--- src/hdl/telegram_defs.svh ---
// constants for the telegram status and control byte handling
`ifndef TELEGRAM_DEFS_SVH
`define TELEGRAM_DEFS_SVH
`define STAT_SERVICE_BIT 2
`define STAT_LOSS_BIT 5
`define STAT_TOGGLE_BIT 7
`define CTRL_COMMAND_BIT 0
`define CTRL_BROADCAST_BIT 1
`define CTRL_ADDR_LSB 2
`define CTRL_ADDR_MSB 6
`define CTRL_TOGGLE_BIT 7
`define STATUS_RESET 8'h00
`define LENGTH_RESET 8'h00
`define CONTROL_RESET 8'h00
`define MAX_LENGTH 8'hFF
`define BCAST_CHAR0 8'h30
`define BCAST_CHAR1 8'h30
`define BCAST_CHAR2 8'h42
`endif

--- src/hdl/telegram_pkg.sv ---
// types shared by the telegram framer
package telegram_pkg;
    typedef enum logic [1:0] {
        tx_idle = 2'b00,
        tx_pre0 = 2'b01,
        tx_pre1 = 2'b11,
        tx_pre2 = 2'b10
    } tx_state_t;
    typedef enum logic [1:0] {
        sw_run = 2'b00,
        sw_gateway = 2'b01,
        sw_end_unit = 2'b10
    } switch_pos_t;
endpackage

--- src/hdl/pin_sync.sv ---
// three-stage synchroniser with agreement filter for one pin
`timescale 1ns/1ps
module pin_sync (
    input wire logic clock,
    input wire logic rst,
    input wire logic pin,
    output logic level
);
    logic s1_reg;
    logic s2_reg;
    logic s3_reg;

    // first stage feeds only the second stage
    always_ff @(posedge clock) begin
        if (rst) begin
            s1_reg <= 1'b0;
            s2_reg <= 1'b0;
            s3_reg <= 1'b0;
        end else begin
            s1_reg <= pin;
            s2_reg <= s1_reg;
            s3_reg <= s2_reg;
        end
    end

    // level moves only once the last two stages agree
    always_ff @(posedge clock) begin
        if (rst) begin
            level <= 1'b0;
        end else if (s2_reg == s3_reg) begin
            level <= s3_reg;
        end
    end
endmodule

--- src/hdl/telegram_framer.sv ---
// status and control byte handling for fieldbus telegrams
// Notes on behaviour
// service flag is one while the switch is in a service position
// service flag clears once the switch returns to run
// loss flag sets when data for the plc is discarded
// overlong data is truncated to configured length and loss flag set
// toggle bit inverts per data set delivered in transparent mode
// status byte one holds the user byte count, reset zero
// control byte layout: command, broadcast, five-bit address, toggle
// command mode blocks plc data to the serial end device
// in command mode, set data bits trigger serial commands
// broadcast and address ignored without a multidrop concentrator
// broadcast with concentrator prefixes the broadcast command
// only user data after the two header bytes goes to the end device
// status and count are zero after reset until first telegram; the service and loss flags here can set before any telegram
`timescale 1ns/1ps
`include "telegram_defs.svh"
module telegram_framer
    import telegram_pkg::*;
(
    input wire logic clock,
    input wire logic rst,
    // service switch pins
    input wire logic gateway_service_position,
    input wire logic end_unit_service_position,
    // strap: multidrop concentrator on the serial side
    input wire logic concentrator_present,
    // configured telegram user data length
    input wire logic [7:0] config_length,
    input wire logic transparent_mode,
    // inbound data set from the end device toward the plc
    input wire logic in_valid,
    input wire logic [7:0] in_length,
    input wire logic in_drop,
    // control bytes written by the plc
    input wire logic ctrl_write,
    input wire logic [7:0] control_flags,
    input wire logic [7:0] control_reserved,
    // plc data byte stream toward the end device
    input wire logic plc_valid,
    input wire logic [7:0] plc_data,
    output logic plc_ready,
    // serial side byte stream
    output logic ser_valid,
    output logic [7:0] ser_data,
    input wire logic ser_ready,
    output logic [7:0] cmd_trigger,
    output logic cmd_valid,
    // status bytes toward the plc
    output logic [7:0] status_flags,
    output logic [7:0] user_data_length,
    output logic [7:0] control_readback,
    output logic [4:0] station_address,
    output logic telegram_out
);
    logic gw_lvl;
    logic dev_lvl;
    logic service_flag_reg;
    logic loss_flag_reg;
    logic new_data_toggle_reg;
    logic [7:0] user_byte_count_reg;
    logic [7:0] control_reg;
    logic [7:0] byte_count_next;
    logic overlong;
    logic pre_bcast;
    tx_state_t state_reg;
    tx_state_t state_next;

    pin_sync sync_gw (
        .clock(clock),
        .rst(rst),
        .pin(gateway_service_position),
        .level(gw_lvl)
    );
    pin_sync sync_dev (
        .clock(clock),
        .rst(rst),
        .pin(end_unit_service_position),
        .level(dev_lvl)
    );

    // service flag follows the filtered switch
    always_ff @(posedge clock) begin
        if (rst) begin
            service_flag_reg <= 1'b0;
        end else begin
            service_flag_reg <= gw_lvl | dev_lvl;
        end
    end

    // truncate to configured length; zero length configured means full range
    always_comb begin
        overlong = (config_length != 8'h00) && (in_length > config_length);
        byte_count_next = overlong ? config_length : in_length;
    end

    // loss flag is sticky; nothing documented clears it except reset
    always_ff @(posedge clock) begin
        if (rst) begin
            loss_flag_reg <= 1'b0;
        end else if (in_drop || (in_valid && overlong)) begin
            loss_flag_reg <= 1'b1;
        end
    end

    // per data set: count and toggle
    always_ff @(posedge clock) begin
        if (rst) begin
            user_byte_count_reg <= `LENGTH_RESET;
            new_data_toggle_reg <= 1'b0;
            telegram_out <= 1'b0;
        end else begin
            telegram_out <= in_valid;
            if (in_valid) begin
                user_byte_count_reg <= byte_count_next;
                if (transparent_mode) begin
                    new_data_toggle_reg <= ~new_data_toggle_reg;
                end
            end
        end
    end

    // status byte assembly, reserved bits read zero
    always_comb begin
        status_flags = `STATUS_RESET;
        status_flags[`STAT_SERVICE_BIT] = service_flag_reg;
        status_flags[`STAT_LOSS_BIT] = loss_flag_reg;
        status_flags[`STAT_TOGGLE_BIT] = new_data_toggle_reg;
        user_data_length = user_byte_count_reg;
    end

    // control byte latch; the reserved byte is accepted and dropped
    always_ff @(posedge clock) begin
        if (rst) begin
            control_reg <= `CONTROL_RESET;
        end else if (ctrl_write) begin
            control_reg <= control_flags;
        end
    end
    assign control_readback = control_reg;

    // address only meaningful with a concentrator; zero otherwise
    always_comb begin
        if (concentrator_present) begin
            station_address = control_reg[`CTRL_ADDR_MSB:`CTRL_ADDR_LSB];
        end else begin
            station_address = 5'b0_0000;
        end
        pre_bcast = concentrator_present && control_reg[`CTRL_BROADCAST_BIT];
    end

    // broadcast prefix sequencer: three bytes go out ahead of a data run
    always_comb begin
        state_next = state_reg;
        case (state_reg)
            tx_idle: begin
                if (plc_valid && !control_reg[`CTRL_COMMAND_BIT] && pre_bcast) begin
                    state_next = tx_pre0;
                end
            end
            tx_pre0: begin
                if (ser_ready) begin
                    state_next = tx_pre1;
                end
            end
            tx_pre1: begin
                if (ser_ready) begin
                    state_next = tx_pre2;
                end
            end
            tx_pre2: begin
                if (ser_ready) begin
                    state_next = tx_idle;
                end
            end
            default: state_next = tx_idle;
        endcase
    end

    // prefix is re-sent before each byte run; a run ends when plc_valid drops
    logic in_run_reg;
    always_ff @(posedge clock) begin
        if (rst) begin
            state_reg <= tx_idle;
            in_run_reg <= 1'b0;
        end else begin
            if (state_reg == tx_idle && in_run_reg) begin
                state_reg <= tx_idle;
            end else begin
                state_reg <= state_next;
            end
            if (!plc_valid) begin
                in_run_reg <= 1'b0;
            end else if (state_reg == tx_pre2 && ser_ready) begin
                in_run_reg <= 1'b1;
            end
        end
    end

    // serial output mux: prefix bytes, then user data only
    // follows state_reg directly so byte and valid always stand together; a register
    // here would lag the pass-through valid and repeat the previous plc byte
    always_comb begin
        case (state_reg)
            tx_pre0: ser_data = `BCAST_CHAR0;
            tx_pre1: ser_data = `BCAST_CHAR1;
            tx_pre2: ser_data = `BCAST_CHAR2;
            default: ser_data = plc_data;
        endcase
    end

    // data path: command mode swallows plc bytes and raises triggers
    always_comb begin
        if (control_reg[`CTRL_COMMAND_BIT]) begin
            plc_ready = 1'b1;
            ser_valid = 1'b0;
        end else if (state_reg != tx_idle) begin
            plc_ready = 1'b0;
            ser_valid = 1'b1;
        end else if (pre_bcast && !in_run_reg) begin
            plc_ready = 1'b0;
            ser_valid = 1'b0;
        end else begin
            plc_ready = ser_ready;
            ser_valid = plc_valid;
        end
    end

    // trigger byte registered so the command table sees a stable value
    always_ff @(posedge clock) begin
        if (rst) begin
            cmd_trigger <= 8'h00;
            cmd_valid <= 1'b0;
        end else begin
            cmd_valid <= control_reg[`CTRL_COMMAND_BIT] && plc_valid && (plc_data != 8'h00);
            if (control_reg[`CTRL_COMMAND_BIT] && plc_valid) begin
                cmd_trigger <= plc_data;
            end
        end
    end
endmodule

--- config.mk ---
export PLATFORM = sky130hd
export DESIGN_NAME = telegram_framer
export DESIGN_NICKNAME = d
export VERILOG_FILES = /design/src/hdl/telegram_pkg.sv /design/src/hdl/pin_sync.sv /design/src/hdl/telegram_framer.sv
export VERILOG_INCLUDE_DIRS = /design/src /design/src/hdl
export SDC_FILE = /design/constraint.sdc
export NUM_CORES = 1
export LEC_CHECK = 0
export ABC_CLOCK_PERIOD_IN_PS = 3180
export BUFFER_PORTS_ARGS = -buffer_cell sky130_fd_sc_hd__buf_2
export CORE_MARGIN = 2
export CORE_UTILIZATION = 32
export DETAILED_ROUTE_END_ITERATION = 8
export SKIP_CTS_REPAIR_TIMING = 1
export SLEW_MARGIN = 10
export SYNTH_ARGS = -nofsm -noshare
export SYNTH_HDL_FRONTEND = slang
export SYNTH_SLANG_ARGS = --single-unit
--- constraint.sdc ---
create_clock -name clock -period 3.18 [get_ports clock]
set_input_delay 0.318 -clock clock [delete_from_list [all_inputs] [get_ports clock]]
set_output_delay 0.318 -clock clock [all_outputs]
set_load 0.02 [all_outputs]
==> impl_metrics.yaml, run 1 <==
clock_network:
  cts_made_buffers: 5
  cts_tree: "yes"
  cts_buffer_depth: 2
  cts.clk_slew.worst_paths_ns: 0.08
  cts_root_buffer: "clkbuf_8"
  cts_sinks: 40
  h-tree-depth: 2
  clk_latency_ns: 0.28
grt:
  grt_start_max_net_pins: 41
  grt_usage_pct: 13.8
  antenna_found_initial: 0
  grt_pass1_vias: 1646
  grt_pass1_wl_mm: 7.22
  overflow: 0
power_and_ir_drop:
  irDropWorstVdd_uv: 148
  power.density_mw_per_mm2: 451
  p_leak_nw: 1.21
  power_mw: 1.10
route:
  wl_per_cell_microns: 12.0
  viasPerCell: 4.83
  antenna_left: 0
  num_vias: 1820
  drt_iter0_markers: 48
  drtPass1Iterations: 4
  drc: 0
  wl_mm: 4.51
floorplanning:
  die_area_sq_mm: 0.00674
  io_pins: 100
  placementRows: 28
  initial_utilization_pct: 33.0
  core_area_sq_mm: 0.00592
  die_w_microns: 82.1
  die_h_microns: 82.1
synth:
  synth_seq_cells: 40
  avgSynthCellArea_sq_um: 8.72
  ys_seq_area_share_pct: 41.0
  synthTopCellsByArea: "dfxtp_1, nor2_1, ha_1"
  synth_cells: 224
  synth_top_flop_cell: "dfxtp_1"
  yosysTopAreaCell: "dfxtp_1"
  ys_warn_count: 0
  synth-edff-count: 0
  synth_cell_type_count: 36
  synthArstFlopShare_pct: 0
  synth_top_area_share_pct: 41.0
  syn_area_sq_mm: 0.00195
sta:
  fmax_mhz: 479
  slew_headroom_pct: 50.5
  slew_viol_final: 0
  tns_ns: 0
  worst_pin_slew_ns: 0.743
  hold_viol: 0
  grt_setup_unrepaired: "no"
  finalClockSkew_ns: 0.00273
  period_share_pct: 65.7
  period_needed_ns: 2.09
  setup_violations: 0
place:
  dp_hpwl_mm: 3.47
  port_buffers: 86
  gp_congestion: 0.736
critical_path:
  max_stage_delay_ns: 0.55
  critPathArrivalTime_ns: 2.27
  cp.required_ns: 3.36
  rr_worst_depth: 3
  crit_path_start_kind: "input port"
  endpoint_kind: "register"
  path_class: "input port to register"
  cp_max_fo: 9
  critPathSlowestCell: "or3b_1"
  cp_cell_sequence: "buf_2, inv_1, ha_1, and4_1, nand3_2, o211ai_4, or3b_1, o221a_1"
layout:
  final-seq-area_sq_um: 801
  diodes: 0
  multi_input_area_sq_um: 957
  drive_gt1_share_pct: 32.8
  fin_nets: 360
  final_common_cell: "buf_2"
  final_cell_mix: "buf_2, dfxtp_1, nor2_1"
  area_growth_syn_to_layout_pct: 25.2
  n_fill_cell: 619
min_path:
  whs_path_depth: 2
  min_path_type: "input port to register"
job:
  maxCapViolCount: 0
outcome:
  status: "finished, final reports clean"
[stage by stage]
step,utilization [%],instance area (sq um),worst slack (ns),instances,hold slack (ns)
finish,41.3,2450,1.09,377,0.246
global route,41.3,2450,0.981,377,0.239
CTS,41.3,2450,1.08,377,0.248
detailed placement,39.8,2350,0.760,369,0.426
global placement,39.8,2350,0.782,369,0.417
floorplan,-,1970,1.14,228,0.414
[final timing paths]
check	to	slack, ns	startpoint
worst max register to register	state_reg[0]$_SDFFE_PP0P_	1.70	in_run_reg$_SDFFE_PP0P_
worst min register to register	sync_dev.s2_reg$_SDFF_PP0_	0.44	sync_dev.s1_reg$_SDFF_PP0_
worst max-delay path	user_data_length[6]$_SDFFE_PP0P_	1.09	config_length[4]
worst min-delay path	sync_dev.s1_reg$_SDFF_PP0_	0.25	end_unit_service_position
[cell type report]
class	count	share of cell area (%)
Multi-Input combinational cell	149	39.1
Sequential cell	40	32.7
Timing Repair Buffer	86	17.6
Tap cell	75	3.84
Clock buffer	6	3.38
Inverter	19	2.92
Clock inverter	2	0.409
[synth_stat cells (2+ instances only)]
cell type,n
o21ai_0,2
a21o_1,3
buf_6,3
nand3_1,8
nor2_1,27
o221a_1,8
a21oi_1,14
clkbuf_1,7
and2_1,9
dfxtp_1,40
ha_1,8
mux2i_1,9
inv_1,19
nand2_1,23
a311oi_1,8
nor2b_1,6
buf_4,8
nor4_1,4
[report_power, final]
group          internal, mW  leakage [nW]  switching, mW
combinational        0.0860         0.831          0.135
sequential            0.526         0.328         0.0151
clock                 0.173        0.0510          0.169
total                 0.785          1.21          0.318
[layer usage]
layer  track usage (%)  wire length [microns]  vias to the layer above
met4              4.50                     59                        0
li1                  -                      -                      909
met3              4.13                    404                        5
met1              16.2                   2030                      826
met2              23.9                   2010                       80
met5                 0                      0                        -
[logic make-up (layout without fill, tap and decap cells)]
group	count (synthesis)	count (layout)	share of synthesized area, %
flops	40	40	41.0
buf+inv	39	113	10.8
xor+xnor	1	1	0.449
fa+ha+maj	8	8	5.13
compound gates	43	43	17.4
mux	9	9	4.61
other cells	1	5	0.192
simple gates	83	83	20.4
[critical path: cells and delay by family]
family          cells  cell delay (ns)
fa+ha+maj           1             0.27
buf+inv             2             0.15
simple gates        3             0.91
compound gates      2             0.61
(Power assumes the default switching activity.)
==> inputs of run 2 (changes only) <==
--- a/config.mk
+++ b/config.mk
@@ -6,7 +6,7 @@
 export SDC_FILE = /design/constraint.sdc
 export NUM_CORES = 1
 export LEC_CHECK = 0
-export ABC_CLOCK_PERIOD_IN_PS = 3180
+export ABC_CLOCK_PERIOD_IN_PS = 1800
 export BUFFER_PORTS_ARGS = -buffer_cell sky130_fd_sc_hd__buf_2
 export CORE_MARGIN = 2
 export CORE_UTILIZATION = 32
==> constraint.sdc (replaced) <==
create_clock -name clock -period 1.8 [get_ports clock]
set_input_delay 0.18 -clock clock [delete_from_list [all_inputs] [get_ports clock]]
set_output_delay 0.18 -clock clock [all_outputs]
set_load 0.02 [all_outputs]
==> impl_metrics.yaml, run 2 (same netlist as run 1, synthesis figures left out) <==
critical_path:
  endpoint_kind: "register"
  cp.required_ns: 1.99
  critPathArrivalTime_ns: 1.85
  path_class: "input port to register"
  cp_max_fo: 9
  crit_path_start_kind: "input port"
clock_network:
  cts_buffer_depth: 2
  cts_sinks: 40
  cts_root_buffer: "clkbuf_8"
  cts_made_buffers: 5
  clk_latency_ns: 0.29
  cts.clk_slew.worst_paths_ns: 0.08
  cts_tree: "yes"
  h-tree-depth: 2
layout:
  diodes: 0
  final_cell_mix: "buf_2, dfxtp_1, nor2_1"
  area_growth_syn_to_layout_pct: 35.4
  final_common_cell: "buf_2"
  fin_nets: 378
  stdcell_count: 395
  n_fill_cell: 601
  drive_gt1_share_pct: 39.4
sta:
  grt_setup_unrepaired: "no"
  slew_viol_final: 0
  period_needed_ns: 1.66
  setup_violations: 0
  slew_headroom_pct: 66.3
  fmax_mhz: 602
  period_share_pct: 92.3
  finalClockSkew_ns: 0.00415
  hold_viol: 0
  worst_pin_slew_ns: 0.506
route:
  num_vias: 1867
  antenna_left: 0
  drtPass1Iterations: 4
  viasPerCell: 4.73
  wl_mm: 4.60
  drt_iter0_markers: 42
  wl_per_cell_microns: 11.6
  drc: 0
outcome:
  status: "finished, final reports clean"
power_and_ir_drop:
  combPwrFrac_pct: 22.5
  power_frac_seq_pct: 48.2
  p_leak_nw: 1.29
  irDropWorstVdd_uv: 383
  p_int_mw: 1.39
  power_mw: 1.98
  switchingPower_mw: 0.590
  clkPwrFrac_pct: 29.3
  power.density_mw_per_mm2: 747
  p_sw_share_pct: 29.9
min_path:
  min_path_type: "input port to register"
place:
  dp_hpwl_mm: 3.60
  port_buffers: 86
  place_inst: 387
  gp_congestion: 0.726
job:
  maxCapViolCount: 0
grt:
  antenna_found_initial: 0
  overflow: 0
  grt_usage_pct: 14.0
  grt_pass1_vias: 1687
  grt_start_max_net_pins: 30
  grt_pass1_wl_mm: 7.34
floorplanning:
  die_w_microns: 82.1
  die_h_microns: 82.1
  placementRows: 28
  die_area_sq_mm: 0.00674
  io_pins: 100
  initial_utilization_pct: 33.0
  core_area_sq_mm: 0.00592
-- run 2: cell types whose count changed in the layout (fill, tap and decap cells not counted), sizes merged --
cell    before  now
buf         86  104
clkbuf       6    5
clkinv       2    3
-- run 2: worst max-delay path, stage by stage --
cell      delay, ns
buf_2          0.14
inv_8          0.03
ha_4           0.25
and4_1         0.21
nand3_2        0.10
o211ai_4       0.19
or3b_4         0.46
o221a_1        0.27
-- run 2: layer usage --
metal	global-route usage [%]	routed length, microns
met1	15.8	2080
met2	24.2	2030
met3	4.35	398
met4	6.17	90
met5	0	0
-- run 2: power groups by stage --
stage          Sequential (mW)  Clock [mW]  Combinational, mW
4_1_cts                  0.952       0.603              0.446
6_report                 0.952       0.580              0.444
3_5_place_dp             0.972           0              0.446
2_1_floorplan             1.01           0              0.240
3_3_place_gp             0.972           0              0.442
5_1_grt                  0.958       0.641              0.494
-- run 2: per-stage QoR --
step	setup TNS, ns	utilization, %	instance area [sq um]	setup slack, ns	hold slack, ns
floorplan	-0.629	-	2030	-0.0932	0.296
global placement	-2.12	43.1	2550	-0.253	0.405
detailed placement	-2.32	43.1	2550	-0.273	0.405
CTS	0	44.6	2640	0.0428	0.0930
global route	0	44.7	2640	0.0506	0.108
finish	0	44.7	2640	0.138	0.0969
-- run 2: final timing paths --
kind | from | to | slack (ns) | depth (start not counted)
worst max-delay path | config_length[5] | user_data_length[0]$_SDFFE_PP0P_ | 0.14 | 8
worst min-delay path | gateway_service_position | sync_gw.s1_reg$_SDFF_PP0_ | 0.1 | 2
worst max register to register | in_run_reg$_SDFFE_PP0P_ | state_reg[0]$_SDFFE_PP0P_ | 0.30 | 3
worst min register to register | sync_gw.s1_reg$_SDFF_PP0_ | sync_gw.s2_reg$_SDFF_PP0_ | 0.44 | 1
-- run 2: area by class of cell --
class	instances	area [sq um]	area share, %
Multi-Input combinational cell	149	1010	38.2
Clock inverter	3	18.8	0.710
Clock buffer	5	68.8	2.60
Timing Repair Buffer	104	566	21.4
Sequential cell	40	801	30.3
Inverter	19	86.3	3.27
Tap cell	75	93.8	3.55
==> inputs of run 3 (changes only) <==
--- a/config.mk
+++ b/config.mk
@@ -10,6 +10,7 @@
 export BUFFER_PORTS_ARGS = -buffer_cell sky130_fd_sc_hd__buf_2
 export CORE_MARGIN = 2
 export CORE_UTILIZATION = 32
+export CTS_BUF_LIST = sky130_fd_sc_hd__clkbuf_16
 export DETAILED_ROUTE_END_ITERATION = 8
 export SKIP_CTS_REPAIR_TIMING = 1
 export SLEW_MARGIN = 10
==> impl_metrics.yaml, run 3 (same netlist as run 1, synthesis figures left out) <==
route:
  antenna_left: 0
  drt_iter0_markers: 33
  wl_per_cell_microns: 11.6
  num_vias: 1850
  dr_wl_met3_microns: 388
  drc: 0
  wl_met2_mm: 2.03
  drtPass1Iterations: 4
  viasPerCell: 4.68
  wl_met1_mm: 2.07
  routed.top_layer: "met4"
  wl_mm: 4.58
critical_path:
  cp_num_buf_inv: 2
  max_stage_delay_ns: 0.46
  cp_top_family: "simple AND/OR/NAND/NOR gates"
  r2r-end: "state_reg[0]$_SDFFE_PP0P_"
  endpoint_kind: "register"
  cp.required_ns: 1.97
  crit_path_start_kind: "input port"
  critPathArrivalTime_ns: 1.85
  reg2reg_from: "in_run_reg$_SDFFE_PP0P_"
  cp_cell_sequence: "buf_2, inv_8, ha_4, and4_1, nand3_2, o211ai_4, or3b_4, o221a_1"
  path_class: "input port to register"
  rr_worst_depth: 3
  critPathSlowestCell: "or3b_4"
  cp_max_fo: 9
  rrSetupSlack_ns: 0.33
clock_network:
  cts_sinks: 40
  cts_made_buffers: 5
  cts.clk_slew.worst_paths_ns: 0.06
  clk_latency_ns: 0.28
  cts_tree: "yes"
  cts_root_buffer: "clkbuf_16"
  h-tree-depth: 2
  cts_buffer_depth: 2
min_path:
  min_path_type: "input port to register"
  hp-start: "gateway_service_position"
  whs_path_depth: 2
  holdPathEnd: "sync_gw.s1_reg$_SDFF_PP0_"
layout:
  fin_nets: 378
  diodes: 0
  final_common_cell: "buf_2"
  n_fill_cell: 590
  final_cell_mix: "buf_2, dfxtp_1, nor2_1"
  stdcell_count: 395
  utilization_pct: 45.6
  drive_gt1_share_pct: 39.4
  area_growth_syn_to_layout_pct: 38.2
  fin_area_sq_mm: 0.00270
sta:
  fmax_mhz: 595
  hold_viol: 0
  setup_violations: 0
  period_needed_ns: 1.68
  grt_setup_unrepaired: "no"
  worst_pin_slew_ns: 0.515
  finalClockSkew_ns: 0.00317
  hold_slack_ns: 0.114
  slew_headroom_pct: 65.7
  period_share_pct: 93.4
  slew_viol_final: 0
place:
  port_buffers: 86
  dp_hpwl_mm: 3.60
  gp_congestion: 0.726
  dpl-instance-area_sq_mm: 0.00255
  place_inst: 387
grt:
  grt_pass1_vias: 1689
  grt_usage_pct: 14.0
  antenna_found_initial: 0
  grt_start_max_net_pins: 30
  overflow: 0
  grt_pass1_wl_mm: 7.33
power_and_ir_drop:
  irDropWorstVdd_uv: 517
  power.density_mw_per_mm2: 830
  p_leak_nw: 1.32
  power_mw: 2.24
floorplanning:
  die_area_sq_mm: 0.00674
  die_w_microns: 82.1
  io_pins: 100
  initial_utilization_pct: 33.0
  core_area_sq_mm: 0.00592
  die_h_microns: 82.1
  placementRows: 28
outcome:
  status: "finished, final reports clean"
job:
  maxCapViolCount: 0
## run 3: metal layers
metal  GRT usage [%]  vias up
li1                -      948
met1            15.7      828
met2            24.4       67
met3            4.35        7
met4            6.00        0
met5               0        -
## run 3: metrics by stage
stage	setup TNS [ns]	setup WS (ns)
final	0	0.119
after floorplan	-0.629	-0.0932
after CTS	0	0.0253
after global routing	0	0.0263
after global placement	-2.12	-0.253
after detailed placement	-2.32	-0.273
## run 3: final cells by class
class | instances | area, sq um | share of cell area [%]
timing repair buffer | 104 | 566 | 20.9
tap | 75 | 93.8 | 3.48
clock buffer | 5 | 125 | 4.63
clock inverter | 3 | 18.8 | 0.695
inverter | 19 | 86.3 | 3.20
sequential | 40 | 801 | 29.7
multi-input combinational | 149 | 1010 | 37.4
## run 3: how the worst max path moves through the flow
stage | from | end | slack [ns] | cells after the start
finish | config_length[5] | user_data_length[0]$_SDFFE_PP0P_ | 0.12 | 8
global route | config_length[5] | user_data_length[0]$_SDFFE_PP0P_ | 0.03 | 8
CTS | config_length[5] | user_data_length[6]$_SDFFE_PP0P_ | 0.03 | 8
detailed placement | config_length[5] | user_data_length[0]$_SDFFE_PP0P_ | -0.27 | 8
global placement | config_length[5] | user_data_length[0]$_SDFFE_PP0P_ | -0.25 | 8
floorplan | config_length[5] | user_data_length[0]$_SDFFE_PP0P_ | -0.09 | 8
## run 3: report_power, final
| group | internal (mW) | leakage [nW] | switching [mW] | total (mW) |
|---|---|---|---|---|
| Sequential | 0.930 | 0.328 | 0.0228 | 0.953 |
| Combinational | 0.187 | 0.917 | 0.257 | 0.444 |
| Clock | 0.510 | 0.0736 | 0.335 | 0.844 |
